`config.mk`:
```
export PLATFORM = sky130hd
export DESIGN_NAME = dam_alarm_monitor
export DESIGN_NICKNAME = d
export VERILOG_FILES = /design/src/dam_pkg.sv /design/src/dam_secded_check.sv /design/src/dam_alarm_monitor.sv
export SDC_FILE = /design/constraint.sdc
export NUM_CORES = 1
export LEC_CHECK = 0
export ABC_AREA = 0
export BUFFER_PORTS_ARGS = -buffer_cell sky130_fd_sc_hd__clkbuf_2
export CAP_MARGIN = 30
export CELL_PAD_IN_SITES_DETAIL_PLACEMENT = 0
export CELL_PAD_IN_SITES_GLOBAL_PLACEMENT = 1
export CORE_UTILIZATION = 45
export DETAILED_ROUTE_END_ITERATION = 10
export GPL_TIMING_DRIVEN = 0
export HOLD_SLACK_MARGIN = 0.15
export PLACE_DENSITY = 0.88
export SETUP_SLACK_MARGIN = 0.1
export SLEW_MARGIN = 20
export SYNTH_ARGS = -nofsm -noshare
export SYNTH_HDL_FRONTEND = slang
export SYNTH_SLANG_ARGS = --single-unit
export TNS_END_PERCENT = 10
```
`constraint.sdc`:
```
create_clock -name clk_sys -period 4.9 [get_ports clk_sys]
set_input_delay 0.245 -clock clk_sys [delete_from_list [all_inputs] [get_ports clk_sys]]
set_output_delay 0.245 -clock clk_sys [all_outputs]
set_load 0.1 [all_outputs]
```
`src/dam_pkg.sv`:
```
// Shared constants, register map and ECC encoder of the diagnostic alarm monitor.
package dam_pkg;

  // ----------------------------------------------------------------
  // Timing
  // ----------------------------------------------------------------
  localparam int CLK_MHZ = 100;
  localparam int OVL_DEB_US = 20;
  localparam int OVL_DEB_CYC = OVL_DEB_US * CLK_MHZ;
  localparam int OVL_RETRY_US = 40;
  localparam int OVL_RETRY_CYC = OVL_RETRY_US * CLK_MHZ;
  localparam int OSC_GATE_US = 40;
  localparam int OSC_GATE_CYC = OSC_GATE_US * CLK_MHZ;
  localparam int OVL_MAX_CHECKS = 8;
  localparam int CNT_W = 16;

  // ----------------------------------------------------------------
  // Flag positions
  // ----------------------------------------------------------------
  localparam int NUM_FLAGS = 12;
  localparam int F_OVL_TEMP = 0;
  localparam int F_OVL_STAT = 1;
  localparam int F_RX_COIL = 2;
  localparam int F_TX_COIL = 3;
  localparam int F_TEMP = 4;
  localparam int F_AGC = 5;
  localparam int F_SUPPLY = 6;
  localparam int F_DIGITAL = 7;
  localparam int F_BIST = 8;
  localparam int F_ECC_SED = 9;
  localparam int F_ECC_DED = 10;
  localparam int F_OSC = 11;

  // ----------------------------------------------------------------
  // Register map, byte addresses
  // ----------------------------------------------------------------
  localparam int ADDR_W = 6;
  localparam logic [5:0] A_STATUS = 6'h00;
  localparam logic [5:0] A_IRQ_EN = 6'h04;
  localparam logic [5:0] A_OSC_MEAS = 6'h08;
  localparam logic [5:0] A_LIM_LO = 6'h0C;
  localparam logic [5:0] A_LIM_HI = 6'h10;
  localparam logic [5:0] A_ECC_INJ = 6'h14;
  localparam logic [5:0] A_OVL_STATE = 6'h18;
  localparam int INJ_HI_LSB = 16;

  // ----------------------------------------------------------------
  // ECC word layout: bit 0 overall parity, bits 1..12 Hamming code
  // ----------------------------------------------------------------
  localparam int DATA_W = 8;
  localparam int CODE_W = 13;
  localparam int SYN_W = 4;

  function automatic logic [CODE_W-1:0] dam_ecc_enc(input logic [DATA_W-1:0] d);
    logic [CODE_W-1:0] c;
    int k;
    c = '0;
    k = 0;
    for (int i = 1; i < CODE_W; i++)
    begin
      if ((i & (i - 1)) != 0)
      begin
        c[i] = d[k];
        k++;
      end
    end
    for (int j = 0; j < SYN_W; j++)
    begin
      for (int i = 1; i < CODE_W; i++)
      begin
        if ((((i >> j) & 1) == 1) && (i != (1 << j)))
        begin
          c[1 << j] = c[1 << j] ^ c[i];
        end
      end
    end
    c[0] = ^c[CODE_W-1:1];
    return c;
  endfunction

  // ----------------------------------------------------------------
  // Reset values
  // ----------------------------------------------------------------
  localparam logic [NUM_FLAGS-1:0] IRQ_EN_RST = 12'h000;
  localparam logic [CODE_W-1:0] LIM_LO_RST = dam_ecc_enc(8'h00);
  localparam logic [CODE_W-1:0] LIM_HI_RST = dam_ecc_enc(8'hFF);

  typedef enum logic [2:0] {
    OVL_OK = 3'h0,
    OVL_DEB = 3'h1,
    OVL_OFF = 3'h2,
    OVL_CHK = 3'h3,
    OVL_PERM = 3'h4
  } dam_ovl_e;

endpackage

```
`src/dam_secded_check.sv`:
```
// Single-error-correct, double-error-detect checker for one protected word.
`timescale 1ns/10ps
module dam_secded_check
  import dam_pkg::*;
(
  input wire logic [dam_pkg::CODE_W-1:0] code, // Stored code word
  output logic [dam_pkg::DATA_W-1:0] data,     // Corrected data
  output logic sed,                            // Single-bit error seen
  output logic ded                             // Double-bit error seen
);

  logic [SYN_W-1:0] syn;
  logic par;
  logic [CODE_W-1:0] fixed;
  int k;

  always_comb
  begin
    syn = '0;
    fixed = code;
    data = '0;
    k = 0;
    for (int j = 0; j < SYN_W; j++)
    begin
      for (int i = 1; i < CODE_W; i++)
      begin
        if (((i >> j) & 1) == 1)
        begin
          syn[j] = syn[j] ^ code[i];
        end
      end
    end
    par = ^code;
    // A syndrome beyond the last position can only come from several flips.
    sed = par && (syn < 4'(CODE_W));
    ded = (!par && (syn != '0)) || (par && (syn >= 4'(CODE_W)));
    if (sed)
    begin
      fixed[syn] = ~code[syn];
    end
    for (int i = 1; i < CODE_W; i++)
    begin
      if ((i & (i - 1)) != 0)
      begin
        data[k] = fixed[i];
        k++;
      end
    end
  end

endmodule

```
`src/dam_alarm_monitor.sv`:
```
// Diagnostic alarm monitor with overload protection, ECC and oscillator check.
// Operation
// Overcurrent sets flag, debounce then outputs off.
// After retry delay, outputs on and recheck.
// Eight failed checks: outputs off, static flag.
// Permanent shutdown ends by reset or clear.
// Receiver coil faults set temporary flag.
// Transmitter coil fault sets temporary flag.
// Over-temperature sets temporary flag.
// Gain control at limit sets temporary flag.
// Internal supply failure latches static flag.
// Internal digital error latches static flag.
// Self-test checked at start-up only, latched.
// Registers and memory words carry SECDED code; of the registers only lim_lo and lim_hi carry it.
// Any ECC error raises an alarm flag; memory word errors raise one only until the self-test reports done.
// Oscillator frequency measured into readable register.
// Measurement outside host limits sets alarm.
// Static flags hold; temporary ones follow source. The temporary overload flag holds 1 in the off and permanent shutdown states.
// Per-flag enable drives active-low interrupt pin.
// Continuous flags always, start-up flags once.
// Clearing static overload resets retries, outputs on.
`timescale 1ns/10ps
module dam_alarm_monitor
  import dam_pkg::*;
#(
  parameter logic [dam_pkg::CNT_W-1:0] DEB_CYC = 16'(dam_pkg::OVL_DEB_CYC),
  parameter logic [dam_pkg::CNT_W-1:0] RETRY_CYC = 16'(dam_pkg::OVL_RETRY_CYC),
  parameter logic [dam_pkg::CNT_W-1:0] GATE_CYC = 16'(dam_pkg::OSC_GATE_CYC)
)
(
  input wire logic clk_sys,                            // System clock
  input wire logic reset,                              // Power-on reset
  input wire logic [dam_pkg::ADDR_W-1:0] avs_address,  // Byte address
  input wire logic avs_read,                           // Read request
  input wire logic avs_write,                          // Write request
  input wire logic [31:0] avs_writedata,               // Write data
  output logic [31:0] avs_readdata,                    // Read data
  output logic avs_waitrequest,                        // Stall
  input wire logic output_overcurrent_limit,           // Buffer over limit
  input wire logic rx_coil_fault,                      // Receiver coil fault
  input wire logic tx_coil_fault,                      // Transmitter coil fault
  input wire logic temp_fault,                         // Over-temperature
  input wire logic agc_at_limit,                       // Gain at a limit
  input wire logic supply_fault,                       // Internal supply bad
  input wire logic digital_fault,                      // Internal digital error
  input wire logic bist_done,                          // Self-test finished
  input wire logic bist_fail,                          // Self-test result
  input wire logic [dam_pkg::CODE_W-1:0] nvm_word,     // Memory word read
  input wire logic nvm_word_valid,                     // Memory word strobe
  input wire logic tx_osc_in,                          // Oscillator sample
  output logic analog_out_en,                          // Analog outputs on
  output logic alarm_interrupt_pin_n                   // Interrupt, low
);

  typedef struct packed {
    dam_ovl_e ovl_st;
    logic [CNT_W-1:0] cnt;
    logic [3:0] retries;
    logic ana_en;
    logic [NUM_FLAGS-1:0] flags;
    logic [NUM_FLAGS-1:0] irq_en;
    logic [CODE_W-1:0] lim_lo;
    logic [CODE_W-1:0] lim_hi;
    logic [DATA_W-1:0] osc_meas;
    logic meas_valid;
    logic [CNT_W-1:0] gate_cnt;
    logic [DATA_W-1:0] edge_cnt;
    logic osc_prev;
    logic startup_done;
    logic irq_n;
    logic wait_r;
    logic [31:0] rdata;
  } dam_state_s;

  dam_state_s st_r;
  dam_state_s st_nxt;
  logic [CODE_W-1:0] ecc_code [3];
  logic [DATA_W-1:0] ecc_data [3];
  logic [2:0] ecc_sed;
  logic [2:0] ecc_ded;
  logic wr_acc;
  logic clr_ovl;
  logic nvm_chk;
  logic ovl_fail;
  logic [NUM_FLAGS-1:0] f;

  // ----------------------------------------------------------------
  // ECC checkers on stored limits and incoming memory words
  // ----------------------------------------------------------------
  assign ecc_code[0] = st_r.lim_lo;
  assign ecc_code[1] = st_r.lim_hi;
  assign ecc_code[2] = nvm_word;

  genvar g;
  for (g = 0; g < 3; g++)
  begin : g_ecc
    dam_secded_check u_chk (
      .code(ecc_code[g]),
      .data(ecc_data[g]),
      .sed(ecc_sed[g]),
      .ded(ecc_ded[g])
    );
  end

  // ----------------------------------------------------------------
  // Next state
  // ----------------------------------------------------------------
  always_comb
  begin
    st_nxt = st_r;
    wr_acc = avs_write && !st_r.wait_r;
    clr_ovl = wr_acc && (avs_address == A_STATUS) && avs_writedata[F_OVL_STAT];
    nvm_chk = nvm_word_valid && !st_r.startup_done;
    ovl_fail = 1'b0;
    f = st_r.flags;

    // Bus slave: one wait cycle, then the access completes.
    st_nxt.wait_r = !((avs_read || avs_write) && st_r.wait_r);
    if (avs_read && st_r.wait_r)
    begin
      st_nxt.rdata = '0;
      unique case (avs_address)
        A_STATUS: st_nxt.rdata[NUM_FLAGS-1:0] = st_r.flags;
        A_IRQ_EN: st_nxt.rdata[NUM_FLAGS-1:0] = st_r.irq_en;
        A_OSC_MEAS: st_nxt.rdata[DATA_W-1:0] = st_r.osc_meas;
        A_LIM_LO: st_nxt.rdata[DATA_W-1:0] = ecc_data[0];
        A_LIM_HI: st_nxt.rdata[DATA_W-1:0] = ecc_data[1];
        A_OVL_STATE: st_nxt.rdata[4:0] = {st_r.ana_en, st_r.retries};
        default: st_nxt.rdata = '0;
      endcase
    end
    if (wr_acc)
    begin
      unique case (avs_address)
        A_IRQ_EN: st_nxt.irq_en = avs_writedata[NUM_FLAGS-1:0];
        A_LIM_LO: st_nxt.lim_lo = dam_ecc_enc(avs_writedata[DATA_W-1:0]);
        A_LIM_HI: st_nxt.lim_hi = dam_ecc_enc(avs_writedata[DATA_W-1:0]);
        A_ECC_INJ:
        begin
          st_nxt.lim_lo = st_r.lim_lo ^ avs_writedata[CODE_W-1:0];
          st_nxt.lim_hi = st_r.lim_hi ^ avs_writedata[INJ_HI_LSB+:CODE_W];
        end
        default: st_nxt.irq_en = st_r.irq_en;
      endcase
    end

    // Continuous temporary flags follow their source.
    f[F_RX_COIL] = rx_coil_fault;
    f[F_TX_COIL] = tx_coil_fault;
    f[F_TEMP] = temp_fault;
    f[F_AGC] = agc_at_limit;
    // Static flags latch until power-on reset.
    f[F_SUPPLY] = st_r.flags[F_SUPPLY] | supply_fault;
    f[F_DIGITAL] = st_r.flags[F_DIGITAL] | digital_fault;
    // Start-up class: sampled once when the self-test reports done.
    if (!st_r.startup_done && bist_done)
    begin
      f[F_BIST] = bist_fail;
      st_nxt.startup_done = 1'b1;
    end
    f[F_ECC_SED] = ecc_sed[0] | ecc_sed[1] | (nvm_chk & ecc_sed[2]);
    f[F_ECC_DED] = st_r.flags[F_ECC_DED] | ecc_ded[0] | ecc_ded[1]
      | (nvm_chk & ecc_ded[2]);

    // Oscillator frequency: rising edges counted over a gate window.
    st_nxt.osc_prev = tx_osc_in;
    if (st_r.gate_cnt == GATE_CYC - 16'h0001)
    begin
      st_nxt.gate_cnt = '0;
      st_nxt.edge_cnt = DATA_W'(tx_osc_in && !st_r.osc_prev);
      st_nxt.osc_meas = st_r.edge_cnt;
      st_nxt.meas_valid = 1'b1;
    end
    else
    begin
      st_nxt.gate_cnt = st_r.gate_cnt + 16'h0001;
      if (tx_osc_in && !st_r.osc_prev && (st_r.edge_cnt != 8'hFF))
      begin
        st_nxt.edge_cnt = st_r.edge_cnt + 8'h01;
      end
    end
    f[F_OSC] = st_r.meas_valid
      && ((st_r.osc_meas < ecc_data[0]) || (st_r.osc_meas > ecc_data[1]));

    // Overload protection sequence.
    unique case (st_r.ovl_st)
      OVL_OK:
      begin
        f[F_OVL_TEMP] = output_overcurrent_limit;
        if (output_overcurrent_limit)
        begin
          st_nxt.ovl_st = OVL_DEB;
          st_nxt.cnt = '0;
        end
      end
      OVL_DEB:
      begin
        f[F_OVL_TEMP] = output_overcurrent_limit;
        if (!output_overcurrent_limit)
        begin
          st_nxt.ovl_st = OVL_OK;
        end
        else if (st_r.cnt == DEB_CYC - 16'h0001)
        begin
          st_nxt.ovl_st = OVL_OFF;
          st_nxt.ana_en = 1'b0;
          st_nxt.cnt = '0;
        end
        else
        begin
          st_nxt.cnt = st_r.cnt + 16'h0001;
        end
      end
      OVL_OFF:
      begin
        if (st_r.cnt == RETRY_CYC - 16'h0001)
        begin
          st_nxt.ovl_st = OVL_CHK;
          st_nxt.ana_en = 1'b1;
          st_nxt.cnt = '0;
        end
        else
        begin
          st_nxt.cnt = st_r.cnt + 16'h0001;
        end
      end
      OVL_CHK:
      begin
        if (!output_overcurrent_limit)
        begin
          st_nxt.ovl_st = OVL_OK;
          st_nxt.retries = '0;
          f[F_OVL_TEMP] = 1'b0;
        end
        else if (st_r.cnt == DEB_CYC - 16'h0001)
        begin
          ovl_fail = 1'b1;
          st_nxt.ana_en = 1'b0;
          st_nxt.cnt = '0;
          st_nxt.retries = st_r.retries + 4'h1;
          st_nxt.ovl_st = OVL_OFF;
          if (st_r.retries == 4'(OVL_MAX_CHECKS - 1))
          begin
            st_nxt.ovl_st = OVL_PERM;
            f[F_OVL_STAT] = 1'b1;
          end
        end
        else
        begin
          st_nxt.cnt = st_r.cnt + 16'h0001;
        end
      end
      OVL_PERM:
      begin
        if (clr_ovl)
        begin
          st_nxt.ovl_st = OVL_OK;
          st_nxt.retries = '0;
          st_nxt.ana_en = 1'b1;
          f[F_OVL_STAT] = 1'b0;
          f[F_OVL_TEMP] = 1'b0;
        end
      end
      default:
      begin
        st_nxt.ovl_st = OVL_OK;
        st_nxt.ana_en = 1'b1;
      end
    endcase

    st_nxt.flags = f;
    st_nxt.irq_n = ~|(f & st_nxt.irq_en);
  end

  always_ff @(posedge clk_sys or posedge reset)
  begin
    if (reset)
    begin
      st_r <= '{ovl_st: OVL_OK, cnt: '0, retries: '0, ana_en: 1'b1, flags: '0,
        irq_en: IRQ_EN_RST, lim_lo: LIM_LO_RST, lim_hi: LIM_HI_RST, osc_meas: '0,
        meas_valid: 1'b0, gate_cnt: '0, edge_cnt: '0, osc_prev: 1'b0,
        startup_done: 1'b0, irq_n: 1'b1, wait_r: 1'b1, rdata: '0};
    end
    else
    begin
      st_r <= st_nxt;
    end
  end

  assign avs_readdata = st_r.rdata;
  assign avs_waitrequest = st_r.wait_r;
  assign analog_out_en = st_r.ana_en;
  assign alarm_interrupt_pin_n = st_r.irq_n;
endmodule

```
After elaboration in Yosys (flattened, before gate mapping):

Index checks and enable logic that the tools add are counted.

* input port bits: 66
* register bits after elaboration: 123

* reduce and logical (&&, ||, !) cells: 58
* bitwise gates (word level): 97
* eq/ne operators: 25
* order comparisons: 26
* multiplexer cells: 221
* add/sub/neg operators: 16

Operators with widths (number)
* $mux W32: 28
* $lt A32 B5 Y1 const B: 14
* $add A32 B2 Y32 const B: 12
* $mux W1: 141
* $xor A1 B1 Y1: 82
* $pmux W13 S2: 2
* $mux W16: 3
* $pmux W16 S3: 1
* $bmux W1 S3: 14
* $reduce_xor A13 Y1: 3
* $mux W38: 1
* $add A16 B1 Y16 const B: 2
* $eq A16 B12 Y1 const B: 2
* $pmux W3 S5: 2
* $pmux W5 S6: 1
* $bwmux W13: 2
* $mux W13: 2
* $xor A13 B13 Y13: 2
* $mux W24: 1
* $reduce_xor A12 Y1: 2
* $logic_and A1 B1 Y1: 21
* $mux W3: 7
* $mux W19: 1
* $eq A6 B5 Y1 const B: 3
* other kinds (47): 94

Logic depth before layout (Yosys ltp):

* depth in word-level cells: 35
* gate-level depth with buffers: 15

Cells and area by module:

A second synthesis with hierarchy kept.

* cells, all modules: 929
* area, all modules: 8678.3 µm²

Modules (own cells, without submodules)
* dam_alarm_monitor: instances 1, sequential area each 3094.2 µm², area an instance 6812.8 µm², cells each 714
* dam_secded_check (g_ecc[0].u_chk): instances 1, sequential area each 0.0 µm², area an instance 685.7 µm², cells each 77
* dam_secded_check (g_ecc[1].u_chk): instances 1, sequential area each 0.0 µm², area an instance 614.3 µm², cells each 74
* dam_secded_check (g_ecc[2].u_chk): instances 1, sequential area each 0.0 µm², area an instance 565.5 µm², cells each 64

Worst setup path after synthesis:

Ideal clock, no wire load.

* path type: register -> register
* start: register st_r (netlist bit ecc_code[20])
* end: register st_r (netlist bit alarm_interrupt_pin_n)
* arrival: 3834 ps
* setup time: 90 ps
* clock period less this slack: 3924 ps
* path buffers: 1
* required time: 4810 ps
* stages on the path, launching flop included: 16
* setup slack: 976 ps
* cells stage by stage: dfstp_2 clkbuf_1 xnor2_1 xor2_1 nand3_1 a21o_1 nor3_1 xnor2_1 ha_1 nor2b_1 o21a_1 o21a_1 o21ai_0 a311oi_1 or4_1 nor4_2

RTL lines
* start: declaration: line dam_alarm_monitor.sv:75 `dam_state_s st_r;`
* start signal: assignment: line dam_alarm_monitor.sv:279 `st_r <= '{ovl_st: OVL_OK, cnt: '0, retries: '0, ana_en: 1'b1, flags: '0,`
* start signal: assignment: line dam_alarm_monitor.sv:286 `st_r <= st_nxt;`

==> impl_metrics.env <==
export IMPL_status="completed"
export IMPL_wl_um=21600
export IMPL_core_um2=18000
export IMPL_startpoint_type="flop"
export IMPL_crit_fanout=7
export IMPL_syn_area_um2=8270
export IMPL_diodes=0
export IMPL_setup_violations=0
export IMPL_hold_path_class="in2reg"
export IMPL_fmax_mhz=220
export IMPL_hpwlAfterDp_um=16000
export IMPL_worst_pin_slew_ns=0.841
export IMPL_detail_route_iter0_violations=504
export IMPL_start_util=0.461
export IMPL_grt_max_degree=75
export IMPL_dp_slack_ns=0.283
export IMPL_clk_path_buf_depth=2
export IMPL_period_minus_slack_ns=4.54
export IMPL_critPathSlowestCell="or4_1"
export IMPL_postSynthAreaPerCell_um2=8.94
export IMPL_vias_per_cell=5.53
export IMPL_nNetsFinal=1140
export IMPL_seq_area_frac_synth=0.374
export IMPL_p_per_area_nw_per_um2=457
export IMPL_area_delta_synth_final_pct=19.0
export IMPL_power_switching_uw=1910
export IMPL_synth_cell_types=72
export IMPL_grt_pass1_wl_um=35000
export IMPL_clkPwrFrac=0.270
export IMPL_ys_ff_latch=123
export IMPL_cts_htree_levels=4
export IMPL_grt_total_usage=0.244
export IMPL_chipHeight_um=138
export IMPL_drive_gt1_frac=0.169
export IMPL_final_hold_viol_count=0
export IMPL_die_w_um=138
export IMPL_cp_end_kind="flop"
export IMPL_ys_flop_type="dfrtp_1"
export IMPL_numCtsBuffers=17
export IMPL_drt_pass1_iter_count=5
export IMPL_p_int_uw=2590
export IMPL_insertion_delay_ns=0.42
export IMPL_grt_pass1_vias=6722
export IMPL_cts_tree="yes"
export IMPL_critPathArrivalTime_ns=4.85
export IMPL_final_max_slew_viol_count=0
export IMPL_detail_route_antenna_nets=0
export IMPL_dpl_instance_area_um2=9000
export IMPL_antenna_found_initial=0
export IMPL_finalInstanceArea_um2=9840
export IMPL_slew_headroom=0.438
export IMPL_post_cts_buffers=0
export IMPL_avgRoutedWirePerCell_um=16.6
export IMPL_path_buf_inv=1
export IMPL_max_stage_delay_ns=0.59
export IMPL_root_buffer="clkbuf_16"
export IMPL_port_buffers=68
export IMPL_synth_edf_count=0
export IMPL_required_ns=5.21
export IMPL_ys_warn_count=0
export IMPL_p_seq_frac=0.283
export IMPL_netlist_instances=925
export IMPL_rsz0062_at_grt="no"
export IMPL_finClkSkew_ns=0.00748
export IMPL_dr_total_vias=7167
export IMPL_gp_congestion=0.931
export IMPL_cts_sinks=123
export IMPL_crit_top_cell="o21a_1"
export IMPL_hold_slack_ns=0.163
export IMPL_finalCritPeriodShare=0.927
export IMPL_path_clk_slew_ns=0.06
export IMPL_dieArea_um2=18900
export IMPL_crit_chain="clkbuf_1 -> xnor2_2 -> xor2_2 -> nand3_1 -> a21o_1 -> nor3_1 -> xnor2_1 -> ha_1 -> nor2b_1 -> o21a_1 -> o21a_1 -> o21ai_0 -> a311oi_1 -> or4_1 -> nor4_2"
export IMPL_p_comb_frac=0.446
export IMPL_pin_count=101
export IMPL_timing_final_ws_setup_ns=0.360
export IMPL_p_leak_uw=0.00432
export IMPL_critPathTopFamily="simple AND/OR/NAND/NOR gates"
export IMPL_cap_viol_max_count=0
export IMPL_rows=49
export IMPL_critical_path_class="reg2reg"
export IMPL_peakVddDrop_uv=261
export IMPL_synthArstFlopShare=1.00
export IMPL_switching_share=0.424
export IMPL_grt_ovfl_total=0
export IMPL_drc=0
## cell usage after synthesis, drive strengths merged (6+ instances only)
cell      n  area [um^2]
mux2     22          259
inv      25         93.8
nand3b    7         52.6
a22o      6         52.6
nand2b   13         81.3
nor3     19         95.1
a22oi    15          113
nor3b     8         60.1
o221ai    7         61.3
nor2b    13         81.3
dfrtp   110         2750
clkbuf   47          176
nand2    61          229
o21a      6         45.0
a31oi    10         62.6
dfstp    13          342
a221oi    6         52.6
ha       19          238
o211ai    8         60.1
and3     12         75.1
nor2     71          267
xnor2    71          622
mux2i     8         80.1
o21ai    85          425
and2      7         43.8
nand3    48          240
a21oi    53          265
buf      35          259
or2       8         50.1
xor2     31          272
## per-stage QoR
stage,power (uW),TNS (ns),utilization,std cells
floorplan,2810,0,-,944
global placement,3200,-11.86,0.499,1241
detailed placement,3230,0,0.501,1242
CTS,4470,0,0.546,1298
global route,4780,0,0.548,1297
finish,4500,0,0.548,1297
## layer usage
layer,track usage,part of all wire,vias up
met5,0,0,-
met4,0.0842,0.021,0
met3,0.0508,0.054,31
met2,0.365,0.45,181
met1,0.348,0.47,3441
li1,-,-,3514
## worst paths after layout
kind                                                from  slack [ns]  cells past startpoint                               to
worst min-delay path                   avs_writedata[27]        0.16                      3         ecc_code[24]$_DFFE_PP1P_
worst max register to register  ecc_code[16]$_DFFE_PP1P_        0.36                     15  alarm_interrupt_pin_n$_DFF_PP1_
worst min register to register        st_r[59]$_DFF_PP0_        0.48                      1               st_r[59]$_DFF_PP0_
min in group asynchronous                          reset        0.40                      3            st_r[136]$_DFFE_PP0P_
max in group asynchronous                          reset        3.74                      4         ecc_code[15]$_DFFE_PP1P_
worst max-delay path            ecc_code[16]$_DFFE_PP1P_        0.36                     15  alarm_interrupt_pin_n$_DFF_PP1_
## cells by family (layout without fill, tap and decap cells)
logic type	count (synthesis)	after routing	synth area share
multiplexers	30	30	0.0410
XOR/XNOR	110	110	0.130
other	1	20	0.000453
buffers and inverters	107	231	0.0640
AO/OA/AOI/OAI	234	234	0.175
AND/OR/NAND/NOR	301	301	0.187
flip-flops	123	123	0.374
adder cells (fa/ha/maj)	19	19	0.0287
## worst min-delay path: stages
cell and delay (ns):
clkbuf_2 0.10, o21ai_0 0.15, a22oi_1 0.07
## cell usage in the layout, fill, tap and decap left out, drive strengths merged, types with 8 or more instances in the layout
master,instances
or2,8
xor2,31
nand3,48
xnor2,71
clkbuf,132
buf,36
o211ai,8
dfrtp,110
a31oi,10
conb,20
nor2,71
mux2i,8
nor2b,13
inv,31
a22oi,15
mux2,22
o21ai,85
nor3b,8
nor3,19
dfstp,13
a21oi,53
dlygate4sd3,24
nand2,61
ha,19
and3,12
nand2b,13
## repair_timing
action	CTS	global route
setup endpoints to repair	0	1
hold buffers	24	0
gates resized for setup	0	5
endpoints found under the hold margin	70	0
## power by group through the flow
stage | registers, uW | clock network [uW] | logic (uW)
after floorplan | 1320 | 0 | 1490
after global placement | 1280 | 0 | 1920
after detailed placement | 1280 | 0 | 1950
after CTS | 1260 | 1230 | 1970
after global routing | 1290 | 1290 | 2210
final | 1270 | 1220 | 2010
## final cells by class
cell class                 instances  area, um^2
clock buffer                      18         429
fill                            1666        8120
buffer                            81         432
tap                              229         287
inverter                          25        98.8
multi-input combinational        714        4760
timing repair buffer              93         608
sequential                       123        3090
clock inverter                    14         135
## state kept, by name, indices dropped and copies added, names as in the netlist
register               flops
st_r                      82
ecc_code                  26
avs_readdata              12
alarm_interrupt_pin_n      1
analog_out_en              1
avs_waitrequest            1
Note: power is estimated with default switching activity, not from simulation.
